--- src/hdl/ldc_pkg.sv ---
// ldc_pkg: constants for the long-mode descriptor checker.
// assumes: one 200 MHz clock, wishbone classic register access.
// How it works
// - 64-bit mode code base forced to zero
// - no code limit check, canonical check instead; the checker makes no canonical check on code
// - code readable and accessed bits ignored
// - long bit is upper dword bit 21
// - legacy mode treats long bit reserved
// - long clear keeps legacy sizes, segmentation
// - long set with default-size set reserved
// - all descriptor fields still loaded
// - data, extra, stack base forced zero
// - aux segment registers keep their base
// - no data limit check, default-size unused
// - data expand-down, writable, accessed ignored
// - data privilege level ignored, no check
// - compatibility mode decodes code, data as legacy
// - illegal system type raises protection fault
// - types 2, 9, B are table/task
// - C, E, F gates; others illegal
// - compatibility type 2 is 32-bit table
// - 64-bit mode system entries are 16 bytes
// - expanded load only in 64-bit mode
// - non-canonical system base faults with selector
// - upper dword bits 12:8 must be zero
`default_nettype none
package ldc_pkg;
    // register byte offsets
    localparam logic [7:0] LDC_OFF_CTRL   = 8'h00; // mode control
    localparam logic [7:0] LDC_OFF_DLO    = 8'h04; // descriptor dword +0
    localparam logic [7:0] LDC_OFF_DHI    = 8'h08; // descriptor dword +4
    localparam logic [7:0] LDC_OFF_DX2    = 8'h0c; // descriptor dword +8
    localparam logic [7:0] LDC_OFF_DX3    = 8'h10; // descriptor dword +12
    localparam logic [7:0] LDC_OFF_SEL    = 8'h14; // selector and kind
    localparam logic [7:0] LDC_OFF_STAT   = 8'h18; // result status
    localparam logic [7:0] LDC_OFF_BASELO = 8'h1c; // effective base low
    localparam logic [7:0] LDC_OFF_BASEHI = 8'h20; // effective base high
    localparam logic [7:0] LDC_OFF_LIMIT  = 8'h24; // effective limit
    localparam logic [7:0] LDC_OFF_ERR    = 8'h28; // fault error code
    localparam logic [7:0] LDC_OFF_FSB    = 8'h2c; // aux a 64-bit base low
    localparam logic [7:0] LDC_OFF_FSBH   = 8'h30; // aux a base high
    localparam logic [7:0] LDC_OFF_GSB    = 8'h34; // aux b base low
    localparam logic [7:0] LDC_OFF_GSBH   = 8'h38; // aux b base high
    localparam int unsigned LDC_NREG      = 15;    // registers in map
    // control bits
    localparam int LDC_CTRL_LMA = 0;               // long mode active
    localparam int LDC_CTRL_CSL = 1;               // current code long bit
    // descriptor field positions in upper dword
    localparam int LDC_BIT_G    = 23;
    localparam int LDC_BIT_D    = 22;
    localparam int LDC_BIT_L    = 21;
    localparam int LDC_BIT_S    = 12;
    localparam int LDC_TYPE_LO  = 8;
    // segment-register kinds in SEL[18:16]
    localparam logic [2:0] LDC_SEG_CODE  = 3'h0;
    localparam logic [2:0] LDC_SEG_DS    = 3'h1;
    localparam logic [2:0] LDC_SEG_ES    = 3'h2;
    localparam logic [2:0] LDC_SEG_SS    = 3'h3;
    localparam logic [2:0] LDC_SEG_AUXA  = 3'h4;
    localparam logic [2:0] LDC_SEG_AUXB  = 3'h5;
    localparam logic [2:0] LDC_SEG_LTAB  = 3'h6; // local table register load
    localparam logic [2:0] LDC_SEG_TASK  = 3'h7; // task register load
    // long-mode system types
    localparam logic [3:0] LDC_T_LDT   = 4'h2;
    localparam logic [3:0] LDC_T_TSSA  = 4'h9;
    localparam logic [3:0] LDC_T_TSSB  = 4'hb;
    localparam logic [3:0] LDC_T_CALL  = 4'hc;
    localparam logic [3:0] LDC_T_INTG  = 4'he;
    localparam logic [3:0] LDC_T_TRAP  = 4'hf;
    // status bit positions
    localparam int LDC_ST_DONE = 0;
    localparam int LDC_ST_GP   = 1;
    localparam int LDC_ST_M64  = 2;
    localparam int LDC_ST_LCHK = 3;  // limit check applies
    localparam int LDC_ST_PCHK = 4;  // privilege check applies
    localparam int LDC_ST_EXP  = 5;  // 16-byte system entry
    localparam int LDC_ST_RSV  = 6;  // reserved long/default combo
    localparam int LDC_ST_OP32 = 7;  // default operand 32
    localparam int LDC_ST_AD64 = 8;  // default address 64
    localparam int LDC_ST_SEGEN = 9; // segmentation enabled
    localparam int LDC_ST_LT32 = 10; // type 2 read as 32-bit table
    localparam logic [31:0] LDC_RST_WORD = 32'h0000_0000;
    localparam int LDC_VA_BITS = 48; // implemented virtual-address width
    // result states
    typedef enum logic [2:0] {
        LDC_IDLE = 3'b001,
        LDC_EVAL = 3'b010,
        LDC_DONE = 3'b100
    } ldc_state_type;
endpackage
`default_nettype wire

--- src/hdl/ldc_canon.sv ---
// ldc_canon: canonical-form check of a 64-bit address.
// assumes: pure combinational use inside the checker.
`default_nettype none
module ldc_canon
(
    input  wire logic [63:0] addr_i,   // address under test
    output logic             canon_o   // high when canonical
);
    import ldc_pkg::*;
    // upper bits must all copy the top implemented bit
    always_comb
    begin
        canon_o = (addr_i[63:LDC_VA_BITS-1] == '0) || (&addr_i[63:LDC_VA_BITS-1]);
    end
endmodule // ldc_canon
`default_nettype wire

--- src/hdl/ldc_regs.sv ---
// ldc_regs: small register store with a registered read port.
// assumes: single writer, index decoded by the caller.
`default_nettype none
module ldc_regs
(
    input  wire logic        clk_i,    // core clock
    input  wire logic        rst_i,    // sync reset
    input  wire logic        we_i,     // write strobe
    input  wire logic [3:0]  sel_i,    // byte enables
    input  wire logic [3:0]  widx_i,   // write index
    input  wire logic [31:0] wdat_i,   // write data
    input  wire logic [3:0]  ridx_i,   // read index
    output logic [31:0]      rdat_o,   // registered read data
    output logic [31:0]      w0_o,     // word 0 view
    output logic [31:0]      w1_o,     // word 1 view
    output logic [31:0]      w2_o,     // word 2 view
    output logic [31:0]      w3_o,     // word 3 view
    output logic [31:0]      w4_o,     // word 4 view
    output logic [31:0]      w5_o      // word 5 view
);
    import ldc_pkg::*;
    // byte lanes, one generate slice each; a lane owns its storage and
    // its read flop, so no variable is written by two processes
    genvar gb;
    generate
        for (gb = 0; gb < 4; gb++)
        begin : g_lane
            logic [7:0] q_ff [0:15]; // this lane of every word
            logic [7:0] rd_ff;       // this lane of the read data
            always_ff @(posedge clk_i)
            begin
                if (rst_i)
                begin
                    for (int k = 0; k < 16; k++)
                        q_ff[k] <= LDC_RST_WORD[gb*8 +: 8];
                end
                else if (we_i && sel_i[gb])
                begin
                    q_ff[widx_i] <= wdat_i[gb*8 +: 8];
                end
            end
            // read data out of a flop
            always_ff @(posedge clk_i)
            begin
                if (rst_i)
                    rd_ff <= LDC_RST_WORD[gb*8 +: 8];
                else
                    rd_ff <= q_ff[ridx_i];
            end
        end
    endgenerate
    // lanes joined back into words
    assign rdat_o = {g_lane[3].rd_ff, g_lane[2].rd_ff, g_lane[1].rd_ff, g_lane[0].rd_ff};
    assign w0_o   = {g_lane[3].q_ff[0], g_lane[2].q_ff[0], g_lane[1].q_ff[0], g_lane[0].q_ff[0]};
    assign w1_o   = {g_lane[3].q_ff[1], g_lane[2].q_ff[1], g_lane[1].q_ff[1], g_lane[0].q_ff[1]};
    assign w2_o   = {g_lane[3].q_ff[2], g_lane[2].q_ff[2], g_lane[1].q_ff[2], g_lane[0].q_ff[2]};
    assign w3_o   = {g_lane[3].q_ff[3], g_lane[2].q_ff[3], g_lane[1].q_ff[3], g_lane[0].q_ff[3]};
    assign w4_o   = {g_lane[3].q_ff[4], g_lane[2].q_ff[4], g_lane[1].q_ff[4], g_lane[0].q_ff[4]};
    assign w5_o   = {g_lane[3].q_ff[5], g_lane[2].q_ff[5], g_lane[1].q_ff[5], g_lane[0].q_ff[5]};
endmodule // ldc_regs
`default_nettype wire

--- src/hdl/ldc_top.sv ---
// ldc_top: long-mode descriptor checker with a wishbone classic slave.
// assumes: software writes descriptor words, selector and mode, then
// writes the selector register to start a check; results read back.
`default_nettype none
module ldc_top
(
    input  wire logic        clk_i,     // core clock, 200 MHz
    input  wire logic        rst_i,     // sync reset, active high
    input  wire logic        cyc_i,     // wishbone cycle
    input  wire logic        stb_i,     // wishbone strobe
    input  wire logic        we_i,      // wishbone write
    input  wire logic [7:0]  adr_i,     // byte address
    input  wire logic [3:0]  sel_i,     // byte enables
    input  wire logic [31:0] dat_i,     // write data
    output logic [31:0]      dat_o,     // read data
    output logic             ack_o,     // acknowledge
    output logic             err_o,     // unmapped address
    output logic             gp_fault_o // protection fault level
);
    import ldc_pkg::*;

    ////////////////////////////////////////////////////////////////
    // bus decode
    logic        req;          // live request
    logic        ack_ff;       // answer flag
    logic        hit;          // mapped address
    logic        wr_in;        // writable input word
    logic [3:0]  idx;          // word index
    logic        rd_ro;        // read from result side
    logic [31:0] ro_dat_ff;    // registered result read
    logic        err_ff;       // error answer
    assign req   = cyc_i && stb_i && !ack_ff && !err_ff;
    assign idx   = adr_i[5:2];
    assign hit   = (adr_i[1:0] == 2'h0) && (adr_i <= LDC_OFF_GSBH);
    assign wr_in = (adr_i <= LDC_OFF_SEL) || (adr_i >= LDC_OFF_FSB);
    assign rd_ro = (adr_i >= LDC_OFF_STAT) && (adr_i <= LDC_OFF_ERR);

    // one-cycle answer, dropped the cycle after
    always_ff @(posedge clk_i)
    begin
        if (rst_i)
        begin
            ack_ff <= 1'b0;
            err_ff <= 1'b0;
        end
        else
        begin
            ack_ff <= req && hit;
            err_ff <= req && !hit;
        end
    end
    assign ack_o = ack_ff;
    assign err_o = err_ff;

    ////////////////////////////////////////////////////////////////
    // input word store
    logic [31:0] rf_rdat;                  // store read data
    logic [31:0] ctrl_w;                   // mode control
    logic [31:0] dlo_w, dhi_w, dx2_w, dx3_w; // descriptor words
    logic [31:0] sel_w;                    // selector and kind
    logic [31:0] fsb_lo_ff, fsb_hi_ff;     // aux a base
    logic [31:0] gsb_lo_ff, gsb_hi_ff;     // aux b base
    logic        wr_go;                    // store write
    assign wr_go = req && hit && we_i && wr_in && (adr_i <= LDC_OFF_SEL);

    ldc_regs u_regs
    (
        .clk_i  (clk_i),
        .rst_i  (rst_i),
        .we_i   (wr_go),
        .sel_i  (sel_i),
        .widx_i (idx),
        .wdat_i (dat_i),
        .ridx_i (idx),
        .rdat_o (rf_rdat),
        .w0_o   (ctrl_w),
        .w1_o   (dlo_w),
        .w2_o   (dhi_w),
        .w3_o   (dx2_w),
        .w4_o   (dx3_w),
        .w5_o   (sel_w)
    );

    // aux base registers, 64-bit wide as from model-specific store
    always_ff @(posedge clk_i)
    begin
        if (rst_i)
        begin
            fsb_lo_ff <= LDC_RST_WORD;
            fsb_hi_ff <= LDC_RST_WORD;
            gsb_lo_ff <= LDC_RST_WORD;
            gsb_hi_ff <= LDC_RST_WORD;
        end
        else if (req && hit && we_i)
        begin
            if (adr_i == LDC_OFF_FSB)  fsb_lo_ff <= dat_i;
            if (adr_i == LDC_OFF_FSBH) fsb_hi_ff <= dat_i;
            if (adr_i == LDC_OFF_GSB)  gsb_lo_ff <= dat_i;
            if (adr_i == LDC_OFF_GSBH) gsb_hi_ff <= dat_i;
        end
    end

    ////////////////////////////////////////////////////////////////
    // field extraction
    logic       lma;        // long mode active
    logic       m64;        // 64-bit execution
    logic       compat;     // compatibility execution
    logic [2:0] kind;       // segment-register kind
    logic [3:0] typ;        // type field
    logic       s_bit;      // code/data vs system
    logic       l_bit, d_bit, g_bit;
    logic [31:0] leg_base;  // legacy 32-bit base
    logic [19:0] raw_lim;   // raw limit field
    logic [31:0] leg_lim;   // scaled limit
    logic [63:0] sys_base;  // expanded system base
    logic        sys_canon; // canonical system base
    logic [63:0] aux_base;  // aux register base
    logic        start;     // selector write kicks a check

    assign lma      = ctrl_w[LDC_CTRL_LMA];
    assign l_bit    = dhi_w[LDC_BIT_L];
    assign d_bit    = dhi_w[LDC_BIT_D];
    assign g_bit    = dhi_w[LDC_BIT_G];
    assign s_bit    = dhi_w[LDC_BIT_S];
    assign typ      = dhi_w[LDC_TYPE_LO +: 4];
    assign kind     = sel_w[18:16];
    // long bit of the running code segment; legacy mode masks it
    assign m64      = lma && ctrl_w[LDC_CTRL_CSL];
    assign compat   = lma && !m64;
    assign leg_base = {dhi_w[31:24], dhi_w[7:0], dlo_w[31:16]};
    assign raw_lim  = {dhi_w[19:16], dlo_w[15:0]};
    assign leg_lim  = g_bit ? {raw_lim, 12'hfff} : {12'h000, raw_lim};
    assign sys_base = {dx2_w, leg_base};
    assign aux_base = (kind == LDC_SEG_AUXA) ? {fsb_hi_ff, fsb_lo_ff}
                                             : {gsb_hi_ff, gsb_lo_ff};
    assign start    = wr_go && (adr_i == LDC_OFF_SEL);

    ldc_canon u_canon
    (
        .addr_i  (sys_base),
        .canon_o (sys_canon)
    );

    ////////////////////////////////////////////////////////////////
    // evaluation
    logic        n_gp;      // fault
    logic [31:0] n_err;     // fault code
    logic [63:0] n_base;    // effective base
    logic [31:0] n_lim;     // effective limit
    logic        n_lchk, n_pchk, n_exp, n_rsv, n_op32, n_ad64, n_segen, n_lt32;
    logic        sys_seg;   // system descriptor load

    always_comb
    begin
        sys_seg = (kind == LDC_SEG_LTAB) || (kind == LDC_SEG_TASK);
        n_gp    = 1'b0;
        n_err   = 32'h0000_0000;
        n_base  = {32'h0000_0000, leg_base};
        n_lim   = leg_lim;
        n_lchk  = 1'b1;
        n_pchk  = 1'b1;
        n_exp   = 1'b0;
        n_rsv   = 1'b0;
        n_op32  = d_bit;
        n_ad64  = 1'b0;
        n_segen = 1'b1;
        n_lt32  = 1'b0;
        if (!sys_seg)
        begin
            // code and data; compatibility keeps legacy values
            if (m64)
            begin
                n_segen = 1'b0;
                n_lchk  = 1'b0;
                n_lim   = 32'hffff_ffff;
                if (kind == LDC_SEG_CODE)
                begin
                    n_base = 64'h0;
                    n_op32 = 1'b1;
                    n_ad64 = 1'b1;
                    n_rsv  = d_bit;
                    n_gp   = d_bit;
                end
                else if (kind == LDC_SEG_AUXA || kind == LDC_SEG_AUXB)
                begin
                    n_base = aux_base;
                    n_pchk = 1'b0;
                end
                else
                begin
                    n_base = 64'h0;
                    n_pchk = 1'b0;
                end
            end
            else if (kind == LDC_SEG_CODE && lma && l_bit && d_bit)
            begin
                n_rsv = 1'b1;
                n_gp  = 1'b1;
            end
            else if (kind == LDC_SEG_CODE)
            begin
                n_op32 = d_bit;
            end
        end
        else if (lma)
        begin
            // long-mode system types; gates pass the type check but fault as a table or task load
            if (s_bit || !(typ == LDC_T_LDT || typ == LDC_T_TSSA || typ == LDC_T_TSSB
                || typ == LDC_T_CALL || typ == LDC_T_INTG || typ == LDC_T_TRAP))
            begin
                n_gp  = 1'b1;
                n_err = {16'h0000, sel_w[15:0]};
            end
            else if ((kind == LDC_SEG_LTAB) != (typ == LDC_T_LDT) ||
                     (typ != LDC_T_LDT && typ != LDC_T_TSSA && typ != LDC_T_TSSB))
            begin
                n_gp  = 1'b1;
                n_err = {16'h0000, sel_w[15:0]};
            end
            else if (m64)
            begin
                n_exp  = 1'b1;
                n_base = sys_base;
                if (dx3_w[12:8] != 5'h00 || !sys_canon)
                begin
                    n_gp  = 1'b1;
                    n_err = {16'h0000, sel_w[15:0]};
                end
            end
            else
            begin
                n_lt32 = (typ == LDC_T_LDT);
            end
        end
        else if (typ == 4'h0 || typ == 4'h8 || typ == 4'ha || typ == 4'hd || s_bit)
        begin
            n_gp  = 1'b1;
            n_err = {16'h0000, sel_w[15:0]};
        end
    end

    ////////////////////////////////////////////////////////////////
    // result registers and state
    ldc_state_type st_ff;
    logic [63:0]   base_ff;
    logic [31:0]   lim_ff, err_code_ff, stat_ff;
    logic          gp_ff;

    // idle -> eval one cycle after start -> done
    always_ff @(posedge clk_i)
    begin
        if (rst_i)
            st_ff <= LDC_IDLE;
        else
        begin
            case (st_ff)
                LDC_IDLE: if (start) st_ff <= LDC_EVAL;
                LDC_EVAL: st_ff <= LDC_DONE;
                LDC_DONE: if (start) st_ff <= LDC_EVAL;
                default:  st_ff <= LDC_IDLE;
            endcase
        end
    end

    // capture results; every field kept even if later ignored
    always_ff @(posedge clk_i)
    begin
        if (rst_i)
        begin
            base_ff     <= 64'h0;
            lim_ff      <= LDC_RST_WORD;
            err_code_ff <= LDC_RST_WORD;
            stat_ff     <= LDC_RST_WORD;
            gp_ff       <= 1'b0;
        end
        else if (start)
        begin
            stat_ff[LDC_ST_DONE] <= 1'b0;
        end
        else if (st_ff == LDC_EVAL)
        begin
            base_ff     <= n_base;
            lim_ff      <= n_lim;
            err_code_ff <= n_err;
            gp_ff       <= n_gp;
            stat_ff     <= {21'h0, n_lt32, n_segen, n_ad64, n_op32, n_rsv,
                            n_exp, n_pchk, n_lchk, m64, n_gp, 1'b1};
        end
    end
    assign gp_fault_o = gp_ff;

    // read mux into a flop
    always_ff @(posedge clk_i)
    begin
        if (rst_i)
            ro_dat_ff <= LDC_RST_WORD;
        else
        begin
            case (adr_i)
                LDC_OFF_STAT:   ro_dat_ff <= stat_ff;
                LDC_OFF_BASELO: ro_dat_ff <= base_ff[31:0];
                LDC_OFF_BASEHI: ro_dat_ff <= base_ff[63:32];
                LDC_OFF_LIMIT:  ro_dat_ff <= lim_ff;
                LDC_OFF_ERR:    ro_dat_ff <= err_code_ff;
                LDC_OFF_FSB:    ro_dat_ff <= fsb_lo_ff;
                LDC_OFF_FSBH:   ro_dat_ff <= fsb_hi_ff;
                LDC_OFF_GSB:    ro_dat_ff <= gsb_lo_ff;
                LDC_OFF_GSBH:   ro_dat_ff <= gsb_hi_ff;
                default:        ro_dat_ff <= LDC_RST_WORD;
            endcase
        end
    end
    assign dat_o = (rd_ro || adr_i >= LDC_OFF_FSB) ? ro_dat_ff : rf_rdat;
endmodule // ldc_top
`default_nettype wire

--- config.mk ---
export PLATFORM = sky130hd
export DESIGN_NAME = ldc_top
export DESIGN_NICKNAME = d
export VERILOG_FILES = /design/src/hdl/ldc_pkg.sv /design/src/hdl/ldc_canon.sv /design/src/hdl/ldc_regs.sv /design/src/hdl/ldc_top.sv
export SDC_FILE = /design/constraint.sdc
export NUM_CORES = 1
export LEC_CHECK = 0
export ABC_AREA = 1
export BUFFER_PORTS_ARGS = -buffer_cell sky130_fd_sc_hd__buf_4
export CAP_MARGIN = 25
export CORE_MARGIN = 1.5
export CORE_UTILIZATION = 62
export CTS_CLUSTER_DIAMETER = 60
export CTS_CLUSTER_SIZE = 14
export DETAILED_ROUTE_END_ITERATION = 7
export GPL_TIMING_DRIVEN = 0
export PLACE_DENSITY_LB_ADDON = 0.05
export REMOVE_ABC_BUFFERS = 1
export SLEW_MARGIN = 20
export SYNTH_ARGS = -nofsm -noshare
export SYNTH_HDL_FRONTEND = slang
export SYNTH_SLANG_ARGS = --single-unit
export TNS_END_PERCENT = 30
--- constraint.sdc ---
create_clock -name clk_i -period 2.5 [get_ports clk_i]
set_input_delay 0.125 -clock clk_i [delete_from_list [all_inputs] [get_ports clk_i]]
set_output_delay 0.125 -clock clk_i [all_outputs]
set_load 0.1 [all_outputs]
==> metrics.md, run 1 <==
| Metric | Value |
|---|---|
| Status | `finished with violations` |
| Failing checks | `DRC, setup timing` |
| Final Skew | `22.09 ps` |
| Fin. max-slew vios | `0` |
| I/O pin cnt | `84` |
| Area delta synth->final | `17.15%` |
| Final #Nets | `3793` |
| Final min period | `2650 ps` |
| Worst hold path class | `input pin to flop` |
| Clk root buf | `clkbuf_16` |
| Total track usage | `36.62%` |
| Unrepaired setup endpoints after global routing | `yes` |
| Bufs on Longest Clock Path | `3` |
| Pleak | `14.75 nW` |
| H-tree Lvls | `3` |
| Synth Instances | `3417` |
| Mapped Area | `34170 um2` |
| CP cell instances | `buf_4 -> nor2_4 -> buf_16 -> buf_16 -> inv_2 -> nor2_4 -> nand2_2 -> inv_1 -> a21oi_1 -> a31oi_1` |
| Post-synthesis sequential area ratio | `63.68%` |
| Pwr Density | `678.7 nW/um2` |
| Slowest-stage cell, CP | `nor2_4` |
| Final setup fails | `89` |
| CP arrival | `3140 ps` |
| Highest clock rate | `377.4 MHz` |
| Post-synth ARST share | `0%` |
| Critical path type | `input pin to flop` |
| CTS tree | `done` |
| Antenna viol nets, final | `0` |
| Initial antenna violation count | `2` |
| Clock sink count | `831` |
| Critical Path Source Type | `input pin` |
| Final Hold Vio Count | `0` |
| Share of cells above drive strength 1 | `9.089%` |
| Crit-path max FO | `23` |
| Clock latency on the worst-skew pair | `630 ps` |
| Final WL | `106300 um` |
| Initial Util | `63.12%` |
| IO buf count | `83` |
| CP required | `2990 ps` |
| Final worst path period share | `106.0%` |
| Reg clk slew, reported paths | `70 ps` |
| Cell Rows | `85` |
| Via Count | `28230` |
| Count of different cell masters after synthesis | `39` |
| Post-DP HPWL | `62130 um` |
| Starting DRT DRC Count | `4232` |
| Synth Area per Inst | `10.00 um2` |
| Core Area | `54130 um2` |
| Pre-CTS setup slack | `-1239 ps` |
| EDFF count, synth | `512` |
| Drt first pass iters | `8` |
| Worst vdd ir | `0.5867 mV` |
| Largest net degree at the start of global routing | `158` |
| Die width | `237.8 um` |
| Yosys warns | `0` |
| Fill count | `3961` |
| Vias per cell | `6.282` |
| Routed len/inst | `23.66 um` |
| First-pass GRT wire length | `155100 um` |
| Maxcap violations | `0` |
| Total grt overflow | `0` |
| Fin Hold WS | `34.32 ps` |
| Die Y | `237.8 um` |
| Predominant post-synthesis flop cell | `edfxtp_1` |
| Vias in the first global route | `26960` |
| Yosys reg bits | `831` |
| Routability cong. | `0.9377` |
| Full die area | `56530 um2` |
| Fin worst setup slack | `-149.7 ps` |
| Least-Margin Pin Slew | `1096 ps` |
| DR DRC count | `1` |
| Num CTS Buffers | `69` |
| CP peak stage delay | `510 ps` |
| Rel. slew slack | `26.85%` |
| Crit end category | `flop` |
-- cells by family (layout without fill, tap and decap cells) --
kind of cell | after synthesis | after routing | synth area share (%)
buffers and inverters | 472 | 527 | 5.298
and+or+nand+nor | 968 | 972 | 11.82
other | 1 | 321 | 0.01097
DFF | 831 | 831 | 63.68
AOI/OAI and AO/OA | 1137 | 1138 | 18.93
muxes | 8 | 8 | 0.2637
-- critical path: cells and delay by family --
| family | cells | cell delay (ps) |
|---|---|---|
| AND/OR/NAND/NOR | 3 | 1250 |
| AO/OA/AOI/OAI | 2 | 520 |
| buffers and inverters | 5 | 1180 |
-- sequential cells by signal, indices dropped and copies added, names as in the netlist, 32 cells and up --
signal,cells
lim_ff,32
gsb_hi_ff,32
gsb_lo_ff,32
ro_dat_ff,32
fsb_hi_ff,32
u_regs.g_lane.rd_ff,32
base_ff,64
fsb_lo_ff,32
u_regs.g_lane.q_ff,512
-- metal layers --
layer / track usage [%] / vias up / share of wire [%]
met2: 55.09 / 2117 / 44
met1: 48.29 / 13250 / 36
met5: 0 / - / 0.066
met3: 10.03 / 473 / 14
met4: 20.42 / 6 / 5.7
li1: - / 12380 / -
-- final timing paths --
kind | to | start | slack, ps | cells after the start
max | ro_dat_ff[26] | adr_i[2] | -150 | 10
min reg2reg | stat_ff[5] | stat_ff[5] | 480 | 2
max reg2reg | u_regs.g_lane[1].q_ff[5][2] | ack_o | -10 | 8
min | gsb_hi_ff[22] | dat_i[22] | 30 | 3
-- report_power, final --
part           switching (mW)  leakage, nW  internal, mW
Sequential              0.210         7.71          15.1
Combinational            1.11         6.07         0.465
Clock                    4.78        0.968          5.46
Total                    6.10         14.7          21.1
-- final cells by class --
type	count	area [um2]	share of cell area (%)
well taps	696	870.8	2.175
multi-input cells	2438	12150	30.35
clock inverters	2	8.758	0.02188
clock buffers	121	2017	5.038
flip-flops and latches	831	21760	54.36
repair inverters	1	8.758	0.02188
inverters	214	883.3	2.207
diodes	1	2.502	0.006251
repair buffers	189	2331	5.823
-- synthesized netlist by cell type (14+ instances only) --
cell type | instances | area share (%)
nand4_1 | 14 | 0.26
inv_1 | 169 | 1.9
o211ai_1 | 17 | 0.37
nor2_1 | 398 | 4.4
nor3_1 | 19 | 0.28
dfxtp_1 | 319 | 19
edfxtp_1 | 512 | 45
nand3_1 | 87 | 1.3
a22oi_1 | 256 | 5.6
nand2_1 | 364 | 4.0
clkinv_1 | 34 | 0.37
a21oi_1 | 449 | 6.6
or2_1 | 50 | 0.92
buf_2 | 29 | 0.42
clkbuf_1 | 216 | 2.4
or2_2 | 15 | 0.27
o21ai_1 | 61 | 0.89
o21ai_0 | 327 | 4.8
-- per-stage QoR --
step / util (%) / total power, mW / cell area [um2] / setup TNS, ps / instances
2_1_floorplan: - / 16.30 / 34360 / -1861860 / 3478
3_3_place_gp: 66.23 / 16.95 / 35850 / -6507030 / 4257
3_5_place_dp: 68.53 / 17.04 / 37100 / -482350 / 4310
4_1_cts: 73.43 / 27.12 / 39750 / 0 / 4479
5_1_grt: 73.94 / 27.90 / 40030 / -10720 / 4492
6_report: 73.95 / 27.17 / 40030 / -3754 / 4493
-- cells in the final DEF (no fill, tap or decap), types with 4 or more instances in the layout --
| cell | n |
|---|---|
| nand3b_1 | 4 |
| buf_12 | 11 |
| nor2_2 | 11 |
| inv_8 | 5 |
| a22o_1 | 5 |
| edfxtp_1 | 512 |
| o22ai_1 | 8 |
| nand2_2 | 27 |
| buf_4 | 98 |
| a22oi_1 | 256 |
| nand2_4 | 8 |
| dlygate4sd3_1 | 32 |
| clkbuf_1 | 47 |
| nor2_1 | 384 |
| nand4_1 | 14 |
| dfxtp_1 | 319 |
| buf_16 | 26 |
| or2_2 | 15 |
| nor2_4 | 13 |
| inv_2 | 5 |
| buf_8 | 7 |
| o211ai_1 | 17 |
| o21ai_1 | 63 |
| inv_1 | 166 |
| buf_6 | 10 |
| clkinv_1 | 33 |
| or2_1 | 50 |
| mux2_2 | 8 |
| o21ai_0 | 325 |
| conb_1 | 320 |
| nand3_1 | 87 |
| nand2_1 | 331 |
| clkbuf_16 | 76 |
| o2111ai_1 | 5 |
| a21oi_1 | 448 |
| nor3_1 | 16 |
-- timing repair --
item                       CTS  global route
setup endpoints to repair  410           366
hold buffers                32             0
gates resized for setup     31            39
cloned                       7             4
hold endpoints to repair   123             0
buffers inserted             7             9
pin swaps                    7             4
Note: power is estimated with default switching activity, not from simulation.
==> run 2, diff against run 1 <==
==> constraint.sdc (replaced) <==
create_clock -name clk_i -period 2.5 [get_ports clk_i]
set_input_delay 0.125 -clock clk_i [delete_from_list [all_inputs] [get_ports clk_i]]
set_output_delay 0.125 -clock clk_i [all_outputs]
set_load 0.005 [all_outputs]
==> metrics.md, run 2 (synthesis results as in run 1) <==
| Metric | Value |
|---|---|
| Vias in the first global route | `26950` |
| Bufs on Longest Clock Path | `3` |
| Antenna viol nets, final | `0` |
| Fin worst setup slack | `-221.4 ps` |
| Routed len/inst | `23.74 um` |
| Pwr Density | `679.2 nW/um2` |
| Crit end category | `flop` |
| Final WL | `106600 um` |
| CP arrival | `2990 ps` |
| Worst hold path class | `input pin to flop` |
| Reg clk slew, reported paths | `70 ps` |
| Critical Path Source Type | `input pin` |
| Via Count | `28160` |
| Pleak | `14.73 nW` |
| Post-DP HPWL | `62130 um` |
| Num CTS Buffers | `69` |
| Maxcap violations | `0` |
| Least-Margin Pin Slew | `1194 ps` |
| Final min period | `2721 ps` |
| Highest clock rate | `367.5 MHz` |
| Clk root buf | `clkbuf_16` |
| Total track usage | `36.58%` |
| Top Registers | `u_regs.g_lane.q_ff x512, base_ff x64` |
| Most frequent cells in the layout | `edfxtp_1, a21oi_1, nor2_1` |
| IO buf count | `83` |
| Area delta synth->final | `16.98%` |
| Fin. max-slew vios | `0` |
| Sequential cell area | `21760 um2` |
| Fill count | `3973` |
| Final #Nets | `3791` |
| Initial Util | `63.12%` |
| Critical path type | `input pin to flop` |
| Worst vdd ir | `0.5846 mV` |
| I/O pin cnt | `84` |
| Vias per cell | `6.272` |
| Core Area | `54130 um2` |
| Most common cell after layout, fill and taps aside | `edfxtp_1` |
| Full die area | `56530 um2` |
| Share of cells above drive strength 1 | `8.935%` |
| Drt first pass iters | `8` |
| Clock latency on the worst-skew pair | `620 ps` |
| Initial antenna violation count | `2` |
| Multi-input gate area | `12130 um2` |
| Total negative slack | `-7700 ps` |
| Starting DRT DRC Count | `4220` |
| ANT cells | `0` |
| Failing checks | `DRC, setup timing` |
| Routability cong. | `0.9377` |
| Cell Rows | `85` |
| CTS tree | `done` |
| Unrepaired setup endpoints after global routing | `yes` |
| CP required | `2770 ps` |
| Hold depth | `3` |
| First-pass GRT wire length | `154900 um` |
| Rel. slew slack | `19.93%` |
| Final Power | `27.15 mW` |
| Clock sink count | `831` |
| Final Hold Vio Count | `0` |
| Total grt overflow | `0` |
| Status | `finished with violations` |
| Final setup fails | `113` |
| R2R depth | `7` |
| Final worst path period share | `108.9%` |
| Biggest register | `u_regs.g_lane.q_ff` |
| DR DRC count | `7` |
| Largest net degree at the start of global routing | `158` |
| Max FFs per register | `512` |
| Fin Hold WS | `37.18 ps` |
| Die width | `237.8 um` |
| Final Skew | `15.95 ps` |
| H-tree Lvls | `3` |
| Crit-path max FO | `36` |
| Die Y | `237.8 um` |
## run 2: stage by stage
stage                     instance area (um2)  util, %  cells  setup slack (ps)
after floorplan                         34360        -   3478             -3985
after global placement                  35850    66.23   4257            -11420
after detailed placement                37100    68.53   4310             -1239
after CTS                               39730    73.40   4479             19.70
after global routing                    39970    73.84   4490            -174.6
final                                   39970    73.84   4490            -221.4
## run 2: worst max-delay path, stage by stage
cell and delay (ps):
buf_4 180, nor2_1 140, clkinv_2 630, nor2_1 940, nand2_1 470, nand2_1 490
## run 2: cell type report
cell class	instances	share of cell area [%]
clock buffer	121	5.046
inverter	214	2.219
multi-input combinational	2438	30.33
tap	696	2.179
timing repair inverter	1	0.02191
timing repair buffer	187	5.741
clock inverter	2	0.02191
sequential	831	54.44
## run 2: worst paths after layout
path                                    start                     endpoint  slack, ps
setup reg to reg  u_regs.g_lane[2].q_ff[5][0]                  base_ff[32]         20
hold / removal                      dat_i[22]                gsb_hi_ff[22]         40
setup / recovery                     adr_i[5]  u_regs.g_lane[1].q_ff[3][4]       -220
hold reg to reg                    stat_ff[9]                   stat_ff[9]        470
## run 2: repair_timing
action / 4_1_cts / 5_1_grt
pin swaps: 7 / 4
hold endpoints to repair: 123 / 0
setup endpoints to repair: 410 / 363
gates resized for setup: 27 / 30
buffers inserted: 7 / 7
hold buffers: 32 / 0
cloned: 7 / 4
## run 2: power by group
part | total (mW) | internal, mW | switching (mW)
Combinational | 1.55 | 0.460 | 1.09
Sequential | 15.3 | 15.1 | 0.211
Clock | 10.3 | 5.46 | 4.79
## run 2: metal layers
metal / track usage (%) / share of wire (%)
met1: 48.32 / 37
met2: 54.95 / 43
met3: 10.06 / 14
met4: 20.27 / 6.1
met5: 0 / 0.025
